**config.mk**
```make
export PLATFORM = sky130hd
export DESIGN_NAME = prefetch_cache_waitstate_cfg
export DESIGN_NICKNAME = d
export VERILOG_FILES = /design/src/hdl/pfc_pkg.sv /design/src/hdl/flash_wait_ctrl.sv /design/src/hdl/prefetch_cache_waitstate_cfg.sv
export VERILOG_INCLUDE_DIRS = /design/src /design/src/hdl
export SDC_FILE = /design/constraint.sdc
export NUM_CORES = 1
export LEC_CHECK = 0
export ABC_AREA = 0
export CORE_MARGIN = 1
export CORE_UTILIZATION = 40
export CTS_CLUSTER_DIAMETER = 100
export DETAILED_ROUTE_END_ITERATION = 8
export DONT_BUFFER_PORTS = 1
export PLACE_DENSITY_LB_ADDON = 0.12
export SLEW_MARGIN = 30
export SYNTH_ARGS = -nofsm -noshare
export SYNTH_HDL_FRONTEND = slang
export SYNTH_SLANG_ARGS = --single-unit
```
**constraint.sdc**
```tcl
create_clock -name clk_sys -period 1.5 [get_ports clk_sys]
set_input_delay 0.075 -clock clk_sys [delete_from_list [all_inputs] [get_ports clk_sys]]
set_output_delay 0.075 -clock clk_sys [all_outputs]
set_load 0.1 [all_outputs]
```
**src/hdl/pfc_map.svh**
```systemverilog
`ifndef PFC_MAP_SVH
`define PFC_MAP_SVH
`define ADDR_PREFETCH_CTRL   4'h0
`define ADDR_CACHE_ATTR      4'h4
`define ADDR_CORE_CFG3       4'h8
`define ADDR_FLASH_STATUS    4'hC
`define PREFETCH_SEL_HI      5
`define PREFETCH_SEL_LO      4
`define WAIT_FIELD_HI        2
`define WAIT_FIELD_LO        0
`define BOOT_ISA_BIT         6
`define CFG3_EXC_ISA_BIT     16
`define CFG3_ISA_HI          15
`define CFG3_ISA_LO          14
`define PREFETCH_CTRL_RESET  32'h0000_0007
`define CACHE_ATTR_RESET     3'h2
`define ISA_BASE_ONLY        2'h2
`define ISA_BOTH             2'h3
`endif

```
**src/hdl/pfc_pkg.sv**
```systemverilog
package pfc_pkg;
  typedef enum logic [1:0] {PF_OFF, PF_INSTR, PF_INSTR_DATA, PF_ANY} prefetch_mode_e;
  typedef enum logic [1:0] {CA_WT_NOALLOC, CA_WT_ALLOC, CA_UNCACHED, CA_WB_ALLOC} cache_mode_e;
  typedef enum {ST_IDLE, ST_WAIT, ST_DONE} flash_state_e;
endpackage : pfc_pkg

```
**src/hdl/flash_wait_ctrl.sv**
```systemverilog
`timescale 1ns/1ps
module flash_wait_ctrl
  import pfc_pkg::*;
(
  input  wire logic        clk_sys,
  input  wire logic        rst_n,
  input  wire logic [2:0]  wait_count,
  input  wire logic        rd_req,
  output logic             rd_busy,
  output logic             rd_ready
);
  flash_state_e state_q;
  logic [2:0]   cnt_q;

  // stall by wait count
  always_ff @(posedge clk_sys) begin
    if (!rst_n) begin
      state_q  <= ST_IDLE;
      cnt_q    <= 3'h0;
      rd_ready <= 1'b0;
      rd_busy  <= 1'b0;
    end else begin
      rd_ready <= 1'b0;
      case (state_q)
        ST_IDLE: begin
          if (rd_req) begin
            cnt_q   <= wait_count;
            rd_busy <= 1'b1;
            state_q <= (wait_count == 3'h0) ? ST_DONE : ST_WAIT;
          end
        end
        ST_WAIT: begin
          cnt_q <= cnt_q - 3'h1;
          if (cnt_q == 3'h1) begin
            state_q <= ST_DONE;
          end
        end
        ST_DONE: begin
          rd_ready <= 1'b1;
          rd_busy  <= 1'b0;
          state_q  <= ST_IDLE;
        end
        default: state_q <= ST_IDLE;
      endcase
    end
  end
endmodule : flash_wait_ctrl

```
**src/hdl/prefetch_cache_waitstate_cfg.sv**
```systemverilog
// How it works
// Prefetch select 11 any, 10 instr+data, 01 instr.
// Prefetch select in bits 5:4, independent of cache.
// Wait codes 000/001/010 give zero/one/two states.
// Code 011 reserved; 100 four, 111 seven.
// Wait field in control register bits 2:0.
// Software picks waits assuming flash ECC enabled.
// Attribute 011 WB, 010 uncached, 001/000 WT.
// Attribute field governs core L1 caches.
// Boot bit 1: base SUPPORTED_ISA_FIELD, flag 0, field 10.
// Boot bit 0: compressed SUPPORTED_ISA_FIELD, flag 1, field 11.
// Boot selection from config word zero bit 6.
// Compressed mode mixes 16 and 32 bit opcodes.
// Flash reads stall by the wait count.
`timescale 1ns/1ps
`include "pfc_map.svh"
module prefetch_cache_waitstate_cfg
  import pfc_pkg::*;
(
  input  wire logic        clk_sys,
  input  wire logic        rst_n,
  input  wire logic [3:0]  reg_addr,
  input  wire logic [31:0] reg_wdata,
  input  wire logic        reg_wr,
  input  wire logic        reg_rd,
  output logic      [31:0] reg_rdata,
  input  wire logic [31:0] config_word_zero,
  input  wire logic        flash_rd_req,
  output logic             flash_rd_busy,
  output logic             flash_rd_ready,
  output logic             pf_enable,
  output logic             pf_instr_en,
  output logic             pf_data_en,
  output logic             pf_any_en,
  output logic             icache_en,
  output logic             dcache_en,
  output logic             cache_write_back,
  output logic             cache_write_alloc,
  output logic             exc_compressed_isa,
  output logic             mixed_opcode_en
);
  logic [1:0]   prefetch_select_q;
  logic [2:0]   flash_wait_states_q;
  logic [2:0]   cacheability_attr_q;
  logic         boot_isa_select_q;
  logic [2:0]   wait_count;
  logic         exception_isa_flag;
  logic [1:0]   supported_isa_field;
  logic [31:0]  prefetch_control_reg;
  logic [31:0]  core_config_three;
  logic [31:0]  rdata_d;
  cache_mode_e  cmode;
  prefetch_mode_e pmode;

  wire wr_pf  = reg_wr && (reg_addr == `ADDR_PREFETCH_CTRL);
  wire wr_ca  = reg_wr && (reg_addr == `ADDR_CACHE_ATTR);

  // wait field position
  assign prefetch_control_reg = {26'h0, prefetch_select_q, 1'b0, flash_wait_states_q};
  // SUPPORTED_ISA_FIELD reporting fields
  assign exception_isa_flag  = ~boot_isa_select_q;
  // compressed SUPPORTED_ISA_FIELD report
  assign supported_isa_field = boot_isa_select_q ? `ISA_BASE_ONLY : `ISA_BOTH;
  assign core_config_three   = {15'h0, exception_isa_flag, supported_isa_field, 14'h0};

  // reserved code 011 acts as the next stronger setting, four states.
  assign wait_count = (flash_wait_states_q == 3'h3) ? 3'h4 : flash_wait_states_q;

  assign pmode = prefetch_mode_e'(prefetch_select_q);
  assign cmode = (cacheability_attr_q[2]) ? CA_UNCACHED : cache_mode_e'(cacheability_attr_q[1:0]);

  assign rdata_d = (reg_addr == `ADDR_PREFETCH_CTRL) ? prefetch_control_reg :
                   (reg_addr == `ADDR_CACHE_ATTR)    ? {29'h0, cacheability_attr_q} :
                   (reg_addr == `ADDR_CORE_CFG3)     ? core_config_three :
                   (reg_addr == `ADDR_FLASH_STATUS)  ? {31'h0, flash_rd_busy} : 32'h0000_0000;

  always_ff @(posedge clk_sys) begin
    if (!rst_n) begin
      prefetch_select_q   <= 2'h0;
      flash_wait_states_q <= 3'(`PREFETCH_CTRL_RESET);
      cacheability_attr_q <= `CACHE_ATTR_RESET;
      boot_isa_select_q   <= 1'b1;
      reg_rdata           <= 32'h0000_0000;
    end else begin
      // prefetch select field
      if (wr_pf) begin
        prefetch_select_q   <= reg_wdata[`PREFETCH_SEL_HI:`PREFETCH_SEL_LO];
        // wait field write
        flash_wait_states_q <= reg_wdata[`WAIT_FIELD_HI:`WAIT_FIELD_LO];
      end
      // attribute register write
      if (wr_ca) begin
        cacheability_attr_q <= reg_wdata[2:0];
      end
      // boot SUPPORTED_ISA_FIELD bit sample
      boot_isa_select_q <= config_word_zero[`BOOT_ISA_BIT];
      reg_rdata <= reg_rd ? rdata_d : 32'h0000_0000;
    end
  end

  always_ff @(posedge clk_sys) begin
    if (!rst_n) begin
      pf_enable <= 1'b0;
      pf_instr_en <= 1'b0;
      pf_data_en <= 1'b0;
      pf_any_en <= 1'b0;
      icache_en <= 1'b0;
      dcache_en <= 1'b0;
      cache_write_back <= 1'b0;
      cache_write_alloc <= 1'b0;
      exc_compressed_isa <= 1'b0;
      mixed_opcode_en <= 1'b0;
    end else begin
      // prefetch decode
      pf_enable   <= (pmode != PF_OFF);
      pf_instr_en <= (pmode != PF_OFF);
      pf_data_en  <= (pmode == PF_INSTR_DATA) || (pmode == PF_ANY);
      pf_any_en   <= (pmode == PF_ANY);
      // attribute decode
      icache_en   <= (cmode != CA_UNCACHED);
      dcache_en   <= (cmode != CA_UNCACHED);
      cache_write_back  <= (cmode == CA_WB_ALLOC);
      cache_write_alloc <= (cmode == CA_WB_ALLOC) || (cmode == CA_WT_ALLOC);
      // compressed boot mode
      exc_compressed_isa <= ~boot_isa_select_q;
      // mixed opcode widths
      mixed_opcode_en    <= ~boot_isa_select_q;
    end
  end

  flash_wait_ctrl u_wait (
    .clk_sys    (clk_sys),
    .rst_n      (rst_n),
    .wait_count (wait_count),
    .rd_req     (flash_rd_req),
    .rd_busy    (flash_rd_busy),
    .rd_ready   (flash_rd_ready)
  );

  // ready follows request after waits
  a_read_stall_zero: assert property (@(posedge clk_sys) disable iff (!rst_n)
    (flash_rd_req && !flash_rd_busy && wait_count == 3'h0) |-> ##2 flash_rd_ready)
    else $error("zero-wait read not ready in two cycles");
  a_prefetch_off: assert property (@(posedge clk_sys) disable iff (!rst_n)
    (prefetch_select_q == 2'h0) |=> !pf_enable)
    else $error("prefetch on while disabled");
  a_prefetch_any: assert property (@(posedge clk_sys) disable iff (!rst_n)
    (prefetch_select_q == 2'h3) |=> pf_any_en && pf_data_en)
    else $error("prefetch any not enabled");
  a_select_field: assert property (@(posedge clk_sys) disable iff (!rst_n)
    wr_pf |=> prefetch_select_q == $past(reg_wdata[5:4]))
    else $error("prefetch select not stored");
  a_wait_field: assert property (@(posedge clk_sys) disable iff (!rst_n)
    wr_pf |=> flash_wait_states_q == $past(reg_wdata[2:0]))
    else $error("wait field not stored");
  a_wait_reserved: assert property (@(posedge clk_sys) disable iff (!rst_n)
    (flash_wait_states_q == 3'h3) |-> wait_count == 3'h4)
    else $error("reserved wait code mapped wrong");
  a_cache_uncached: assert property (@(posedge clk_sys) disable iff (!rst_n)
    (cacheability_attr_q == 3'h2) |=> !icache_en && !dcache_en)
    else $error("uncached attribute enabled cache");
  a_isa_report: assert property (@(posedge clk_sys) disable iff (!rst_n)
    boot_isa_select_q |-> supported_isa_field == 2'h2 && !exception_isa_flag)
    else $error("base SUPPORTED_ISA_FIELD report wrong");
  a_boot_sample: assert property (@(posedge clk_sys) disable iff (!rst_n)
    $past(rst_n) |-> boot_isa_select_q == $past(config_word_zero[6]))
    else $error("boot SUPPORTED_ISA_FIELD bit not sampled");
endmodule : prefetch_cache_waitstate_cfg

```
==> metrics.csv, run 1 <==
stage,metric,value,unit
cts,clk_pin_slew_worst_paths,0.10,ns
cts,clk_latency,0.32,ns
layout,nets,253,
placed_design,io_buffers,0,
floorplanning,fp.dieArea,3730,um2
worst_setup_path,crit_type,primary input to flip-flop,
sta,grt_setup_unrepaired,no,
synth,syn_inst,150,
floorplanning,die_h,61.1,um
placed_design,placed_area,1500,um2
drt,ant_nets,0,
synth,ys_seq_area_frac,0.430,
layout,layout-drive-gt1-share,0.201,
power,p_total,1.83,mW
global_routing,track_usage,0.154,
floorplanning,die_w,61.1,um
run_status,violations,hold timing,
floorplanning,core_area,3340,um2
drt,vias_per_cell,4.38,
sta,setup_viol,0,
floorplanning,core.rowCount,21,
synth,synth.avg_cell_area,9.32,um2
global_routing,grt_pass1_wl,4120,um
global_routing,antenna_found_initial,0,
global_routing,grt_max_degree,19,
layout,n_antenna_cell,0,
drt,wire_per_inst,11.2,um
floorplanning,pin_count,117,
sta,report.final.slew_viol_count,0,
sta,relSlewSlack,0.597,
global_routing,grt_pass1_vias,946,
cts,cts.htree.levels,2,
worst_setup_path,rr_worst_depth,3,
cts,root_buffer,clkbuf_4,
power,power.leakage,0.792,nW
placed_design,place_hpwl,1820,um
drt,drc,0,
sta,finalHoldViolCount,2,
drt,totalWireLength,2530,um
drt,first_pass_iters,3,
worst_setup_path,start_kind,primary input,
cts,clkSinkCount,30,
hold_path,hold_class,primary input to flip-flop,
drt,vias,985,
synth,synth_top_area_share,0.430,
run_status,outcome,finished with violations,
sta,tns,0,ns
synth,yosysUniqueCellTypes,36,
sta,fmax,703,MHz
worst_setup_path,crit_fanout,3,
flow_run,drv_cap,0,
layout,design_area,1700,um2
cts,clockBufferDepth,2,
layout,final_cell_mix,"dfxtp_1, conb_1, buf_4, nand2_1, dlygate4sd3_1",
worst_setup_path,cp_data_arrival_time,1.68,ns
drt,drt_iter0_drc,18,
synth,ys_ff_latch,30,
sta,whs,-0.0122,ns
sta,fin_crit,1.42,ns
placed_design,place.gp.congestion,0.700,
synth,synth_top_area_cell,dfxtp_1,
synth,async_reset_ff_frac,0,
global_routing,grt_overflow_total,0,
synth,synthTopCellsByArea,"dfxtp_1, buf_4, mux2i_1, nand2_1, nor2_1",
power,power_density,1080,nW/um2
worst_setup_path,worstPathRequired,1.76,ns
synth,ys_warn_count,0,
cts,numCtsBuffers,5,
cts,cts_tree,done,
layout,final_common_cell,dfxtp_1,
layout,area_delta_synth_final,21.3,%
synth,syn_area,1400,um2
synth,synth_edf_count,0,
hold_path,holdPathStages,3,
synth,synthFlopType,dfxtp_1,
worst_setup_path,cp-end-kind,flip-flop,
sta,final.setup_skew,0.0114,ns
power,vdd_ir_drop_max,0.487,mV
sta,min_period_over_period,0.949,
layout,fin_util,0.508,
floorplanning,start_util,0.419,
sta,tightestPinTransition,0.603,ns
==> synthesized netlist by cell type (2+ instances only) <==
cell,instances
a211o_1,2
a21oi_1,3
and2_1,2
and3_1,2
and3b_1,2
buf_2,2
buf_4,28
clkbuf_1,2
dfxtp_1,30
ha_1,2
inv_1,8
mux2i_1,9
nand2_1,12
nand2b_1,4
nand3b_1,2
nor2_1,9
nor2b_1,5
nor3b_1,4
o211ai_1,2
o21ai_0,4
==> critical path: stages <==
cell and delay [ns]:
dlygate4sd3_1 0.55, nor4bb_2 0.36, dlygate4sd3_1 0.59, and2_1 0.11
==> where the power goes <==
part           total, mW  switching [mW]  internal, mW
sequential         0.844          0.0196         0.824
combinational      0.494           0.399        0.0955
clock              0.490           0.263         0.227
total               1.83           0.681          1.15
==> per-stage QoR <==
| step | cells | setup slack (ns) |
|---|---|---|
| after global routing | 225 | 0.00932 |
| after global placement | 205 | 0.246 |
| after CTS | 225 | 0.0329 |
| after floorplan | 173 | 0.0688 |
| after detailed placement | 205 | 0.250 |
| final | 225 | 0.0772 |
==> kinds of logic after synthesis <==
| family | Yosys count | synth area share |
|---|---|---|
| AOI/OAI and AO/OA | 18 | 0.0877 |
| other | 1 | 0.00268 |
| adders and majority gates | 2 | 0.0179 |
| DFF | 30 | 0.430 |
| and+or+nand+nor | 49 | 0.205 |
| muxes | 9 | 0.0645 |
| buffers and inverters | 41 | 0.192 |
==> layer usage <==
metal  vias to the layer above  track usage  part of all wire
met3                         2       0.0546             0.062
li1                        498            -                 -
met4                         0       0.0682             0.010
met5                         -            0                 0
met1                       448        0.171              0.44
met2                        37        0.264              0.48
==> state kept, by name (all words and copies together), names as in the netlist, 2 cells and up <==
register and count:
flash_wait_states_q 3, cacheability_attr_q 3, u_wait.cnt_q 3, pmode 2, u_wait.state_q 2, reg_rdata 7
==> layout make-up <==
type                       instances  area [um2]
multi-input combinational        102         629
timing repair buffer              31         313
tap                               46        57.6
clock buffer                       7        55.1
sequential                        30         606
fill                             330        1640
clock inverter                     1        5.00
inverter                           8        30.0
==> final timing paths <==
kind	from	to	slack, ns
hold / removal	reg_addr[1]	flash_wait_states_q[0]	-0.01
hold reg to reg	boot_isa_select_q	mixed_opcode_en	0.43
setup reg to reg	u_wait.state_q[1]	u_wait.cnt_q[2]	0.24
setup / recovery	reg_addr[1]	reg_rdata[0]	0.08
==> repair_timing <==
item	4_1_cts	5_1_grt
buffers inserted	0	0
hold buffers	12	0
endpoints found under the setup margin	0	4
gates resized for setup	0	2
endpoints found under the hold margin	24	0
Note: power is estimated with default switching activity, not from simulation.
==> run 2, diff against run 1 <==
Settings changed: CORE_MARGIN 1 to 4.
Clock period 1.5 ns to 1.7 ns, I/O delays scaled along.
==> metrics.csv, run 2 (synthesis results as in run 1) <==
stage,metric,value,unit,change
cts,root_buffer,clkbuf_4,,unchanged
worst_setup_path,crit_type,primary input to flip-flop,,unchanged
sta,setup_viol,0,,unchanged
sta,fmax,661,MHz,
power,vdd_ir_drop_max,0.387,mV,was 0.487 mV
sta,relSlewSlack,0.581,,was 0.597
layout,top_register,reg_rdata,,unchanged
floorplanning,fp.dieArea,4500,um2,was 3730 um2
sta,tns,0,ns,unchanged
worst_setup_path,crit_chain,dlygate4sd3_1 > nor4bb_1 > dlygate4sd3_1 > and2_1,,was dlygate4sd3_1 > nor4bb_2 > dlygate4sd3_1 > and2_1
sta,grt_setup_unrepaired,no,,unchanged
sta,final.setup_skew,0.00969,ns,was 0.0114 ns
layout,n_antenna_cell,0,,unchanged
layout,layout-drive-gt1-share,0.184,,was 0.201
layout,area_delta_synth_final,14.2,%,was 21.3%
worst_setup_path,critPathTopFamily,buffers and inverters,,unchanged
floorplanning,pin_count,117,,unchanged
flow_run,drv_cap,0,,unchanged
global_routing,antenna_found_initial,0,,unchanged
sta,finalHoldViolCount,0,,was 2
power,power.leakage,0.754,nW,was 0.792 nW
layout,fin_cells,220,,was 225
drt,vias,1005,,was 985
power,power_density,986,nW/um2,was 1080 nW/um2
placed_design,place.gp.congestion,0.721,,was 0.700
cts,clk_latency,0.32,ns,about the same
placed_design,dp.cells,203,,was 205
placed_design,place_hpwl,1910,um,was 1820 um
cts,post_cts_resized,0,,unchanged
layout,largest_reg_flops,7,,unchanged
drt,first_pass_iters,4,,was 3
run_status,outcome,"complete, no violations",,was finished with violations
worst_setup_path,cp_data_arrival_time,1.78,ns,was 1.68 ns
worst_setup_path,critPathSlowestCell,dlygate4sd3_1,,unchanged
floorplanning,core_area,3360,um2,was 3340 um2
drt,totalWireLength,2650,um,was 2530 um
floorplanning,core.rowCount,21,,unchanged
worst_setup_path,start_kind,primary input,,unchanged
floorplanning,die_w,67.1,um,was 61.1 um
global_routing,grt_pass1_vias,879,,was 946
sta,min_period_over_period,0.889,,
worst_setup_path,worstPathRequired,1.97,ns,was 1.76 ns
drt,drc,0,,unchanged
hold_path,hold_class,primary input to flip-flop,,unchanged
cts,cts_tree,done,,unchanged
global_routing,grt_max_degree,19,,unchanged
floorplanning,start_util,0.416,,was 0.419
sta,fin_crit,1.51,ns,
worst_setup_path,critPathBufInv,2,,unchanged
cts,postCtsSetupRepairBufs,0,,unchanged
drt,drt_iter0_drc,16,,was 18
drt,ant_nets,0,,unchanged
cts,clockBufferDepth,2,,unchanged
cts,cts.htree.levels,2,,unchanged
worst_setup_path,cpMostUsedCell,dlygate4sd3_1,,unchanged
worst_setup_path,crit_fanout,3,,unchanged
drt,wire_per_inst,12.0,um,was 11.2 um
sta,report.final.slew_viol_count,0,,unchanged
global_routing,track_usage,0.123,,was 0.154
layout,nets,250,,was 253
cts,clk_pin_slew_worst_paths,0.09,ns,was 0.10 ns
layout,final_cell_mix,"dfxtp_1, conb_1, buf_4, nand2_1, dlygate4sd3_1",,unchanged
worst_setup_path,slowest_delay,0.61,ns,was 0.59 ns
global_routing,grt_overflow_total,0,,unchanged
sta,tightestPinTransition,0.626,ns,was 0.603 ns
floorplanning,die_h,67.1,um,was 61.1 um
cts,numCtsBuffers,5,,unchanged
cts,clkSinkCount,30,,unchanged
layout,final_common_cell,dfxtp_1,,unchanged
global_routing,grt_pass1_wl,3960,um,was 4120 um
placed_design,io_buffers,0,,unchanged
worst_setup_path,cp-end-kind,flip-flop,,unchanged
drt,vias_per_cell,4.57,,was 4.38
## run 2: changes by cell type in the layout (fill, tap and decap cells not counted), sizes merged
| cell | before | now |
|---|---|---|
| buf | 19 | 17 |
| clkbuf | 7 | 6 |
| clkinv | 1 | 0 |
| dlygate4sd3 | 12 | 11 |
## run 2: worst reg2reg max path, delay by kind of cell (launching register included)
family	cells	cell delay, ns
flops	1	0.40
simple gates	2	0.60
compound gates	1	0.28
## run 2: through the flow
step                       util  setup WS [ns]  power [mW]  hold WS (ns)  cell area [um2]
after floorplan               -          0.259        1.18         0.186             1480
after global placement    0.427          0.350        1.15         0.165             1440
after detailed placement  0.427          0.338        1.15         0.166             1440
after CTS                 0.475          0.246        1.59    0.00000366             1600
after global routing      0.475          0.125        1.63        0.0183             1600
final                     0.475          0.188        1.57        0.0245             1600
## run 2: path summary, 6_finish.rpt
kind	from	endpoint	slack, ns	cells after the start
worst max-delay path	reg_addr[1]	reg_rdata[0]	0.19	4
worst min register to register	boot_isa_select_q	mixed_opcode_en	0.42	1
worst min-delay path	rst_n	u_wait.cnt_q[2]	0.02	3
worst max register to register	u_wait.state_q[1]	u_wait.cnt_q[2]	0.32	3
## run 2: where the power goes
group / internal (mW) / leakage [nW] / switching (mW)
clock network: 0.186 / 0.0302 / 0.224
logic: 0.0728 / 0.477 / 0.345
registers: 0.727 / 0.246 / 0.0200
## run 2: what timing repair did
| item | in CTS | in global routing |
|---|---|---|
| endpoints found under the setup margin | 0 | 0 |
| endpoints found under the hold margin | 24 | 0 |
| hold buffers | 11 | 0 |
## run 2: layer usage
metal  global-route usage  vias to the layer above  wire length, um
li1                     -                      496                -
met2                0.193                       44             1190
met5                    0                        -                0
met4               0.0937                        0               63
met3               0.0438                        7              260
met1                0.133                      458             1130
## run 2: area by class of cell
cell class | instances | area, um2
sequential | 30 | 606
clock buffer | 6 | 51.3
fill | 348 | 1770
tap | 46 | 57.6
timing repair buffer | 28 | 238
multi-input combinational | 102 | 614
inverter | 8 | 30.0
==> run 3, diff against run 2 <==
Settings changed: HOLD_SLACK_MARGIN from default to 0.08.
==> metrics.csv, run 3 (synthesis results as in run 1) <==
stage,metric,value,unit,change
sta,grt_setup_unrepaired,no,,unchanged
worst_setup_path,crit_type,primary input to flip-flop,,unchanged
worst_setup_path,cpMostUsedCell,dlygate4sd3_1,,unchanged
floorplanning,die_h,67.1,um,unchanged
sta,finalHoldViolCount,0,,unchanged
sta,final.setup_skew,0.0110,ns,was 0.00969 ns
worst_setup_path,critPathSlowestCell,dlygate4sd3_1,,unchanged
placed_design,place.gp.congestion,0.721,,unchanged
worst_setup_path,crit_chain,dlygate4sd3_1 > nand2_1 > mux2i_1 > dlygate4sd3_1,,was dlygate4sd3_1 > nor4bb_1 > dlygate4sd3_1 > and2_1
power,power.leakage,0.837,nW,was 0.754 nW
power,vdd_ir_drop_max,0.387,mV,about the same
floorplanning,pin_count,117,,unchanged
cts,clk_latency,0.33,ns,was 0.32 ns
sta,report.final.slew_viol_count,0,,unchanged
drt,totalWireLength,2810,um,was 2650 um
worst_setup_path,timing.rr.start,u_wait.state_q[1],,unchanged
layout,n_antenna_cell,0,,unchanged
worst_setup_path,rrSetupSlack,0.32,ns,about the same
sta,tns,0,ns,unchanged
worst_setup_path,worstPathRequired,1.91,ns,was 1.97 ns
cts,clkSinkCount,30,,unchanged
global_routing,antenna_found_initial,0,,unchanged
hold_path,hold_class,primary input to flip-flop,,unchanged
placed_design,io_buffers,0,,unchanged
drt,ant_nets,0,,unchanged
placed_design,dp.cells,203,,unchanged
layout,top_register,reg_rdata,,unchanged
cts,numCtsBuffers,5,,unchanged
floorplanning,core_area,3360,um2,unchanged
cts,clk_pin_slew_worst_paths,0.09,ns,about the same
flow_run,drv_cap,0,,unchanged
run_status,outcome,"complete, no violations",,unchanged
worst_setup_path,slowest_delay,0.80,ns,was 0.61 ns
sta,setup_viol,0,,unchanged
floorplanning,core.rowCount,21,,unchanged
worst_setup_path,start_kind,primary input,,unchanged
global_routing,grt_overflow_total,0,,unchanged
floorplanning,die_w,67.1,um,unchanged
worst_setup_path,cp-end-kind,flip-flop,,unchanged
placed_design,placed_area,1440,um2,unchanged
worst_setup_path,critPathTopFamily,buffers and inverters,,unchanged
global_routing,grt_pass1_vias,1001,,was 879
hold_path,holdPathStages,3,,unchanged
hold_path,worstHoldStart,rst_n,,unchanged
layout,design_area,1740,um2,was 1600 um2
power,p_total,1.59,mW,was 1.57 mW
sta,fmax,618,MHz,was 661 MHz
worst_setup_path,crit_fanout,11,,was 3
sta,min_period_over_period,0.952,,was 0.889
drt,vias,1057,,was 1005
layout,fin_cells,234,,was 220
sta,fin_crit,1.62,ns,was 1.51 ns
layout,area_delta_synth_final,24.6,%,was 14.2%
floorplanning,start_util,0.416,,unchanged
sta,whs,0.112,ns,was 0.0245 ns
power,power_density,913,nW/um2,was 986 nW/um2
cts,root_buffer,clkbuf_4,,unchanged
floorplanning,fp.dieArea,4500,um2,unchanged
hold_path,min_to,u_wait.cnt_q[2],,unchanged
layout,layout-drive-gt1-share,0.170,,was 0.184
placed_design,place_hpwl,1910,um,unchanged
layout,fin_util,0.518,,was 0.475
global_routing,grt_pass1_wl,4410,um,was 3960 um
drt,wire_per_inst,12.0,um,about the same
worst_setup_path,cp_data_arrival_time,1.83,ns,was 1.78 ns
worst_setup_path,critPathBufInv,2,,unchanged
sta,relSlewSlack,0.639,,was 0.581
drt,drc,0,,unchanged
layout,largest_reg_flops,7,,unchanged
worst_setup_path,rr_worst_depth,3,,unchanged
layout,final_cell_mix,"dfxtp_1, conb_1, dlygate4sd3_1, buf_4, nand2_1",,"was dfxtp_1, conb_1, buf_4, nand2_1, dlygate4sd3_1"
cts,clockBufferDepth,2,,unchanged
layout,final_common_cell,dfxtp_1,,unchanged
worst_setup_path,reg2reg_to,u_wait.cnt_q[2],,unchanged
cts,cts.htree.levels,2,,unchanged
sta,tightestPinTransition,0.547,ns,was 0.626 ns
global_routing,grt_max_degree,17,,was 19
global_routing,track_usage,0.135,,was 0.123
drt,drt_iter0_drc,19,,was 16
placed_design,place_ws,0.338,ns,unchanged
layout,nets,264,,was 250
drt,first_pass_iters,4,,unchanged
cts,cts_tree,done,,unchanged
drt,vias_per_cell,4.52,,was 4.57
sta,fin_ws,0.0822,ns,was 0.188 ns
## run 3: how the worst max path moves through the flow
stage	cells after the start	startpoint	end	slack, ns
after CTS	5	reg_wdata[2]	cacheability_attr_q[2]	0.06
after global routing	4	reg_addr[2]	cacheability_attr_q[0]	0.01
after floorplan	1	dcache_en	icache_en	0.26
final	4	reg_addr[2]	cacheability_attr_q[0]	0.08
after detailed placement	3	u_wait.state_q[1]	u_wait.cnt_q[2]	0.34
after global placement	3	u_wait.state_q[1]	u_wait.cnt_q[2]	0.35
## run 3: power by group
group | internal [mW] | switching, mW | total (mW)
Sequential | 0.727 | 0.0201 | 0.747
Clock | 0.186 | 0.226 | 0.412
Combinational | 0.0847 | 0.346 | 0.431
## run 3: area by class of cell
class                      count  area (um2)
multi-input combinational    102         614
fill                         339        1620
clock buffer                   6        51.3
tap                           46        57.6
sequential                    30         606
inverter                       8        30.0
timing repair buffer          42         383
## run 3: per-layer routing
| layer | wire, um | share of wire | GRT usage | vias up |
|---|---|---|---|---|
| met5 | 0 | 0 | 0 | - |
| met4 | 68 | 0.024 | 0.0937 | 0 |
| met3 | 236 | 0.084 | 0.0438 | 7 |
| met2 | 1280 | 0.45 | 0.223 | 37 |
| met1 | 1230 | 0.44 | 0.145 | 488 |
| li1 | - | - | - | 525 |
## run 3: worst register-to-register path, delay by kind of cell (launching register included)
| kind | cells | cell delay, ns |
|---|---|---|
| compound gates | 1 | 0.28 |
| flops | 1 | 0.40 |
| simple gates | 2 | 0.60 |
## run 3: repair_timing
action | CTS | global route
resized for setup | 0 | 2
endpoints found under the setup margin | 0 | 2
setup buffers | 0 | 0
hold buffers | 25 | 0
endpoints found under the hold margin | 29 | 0
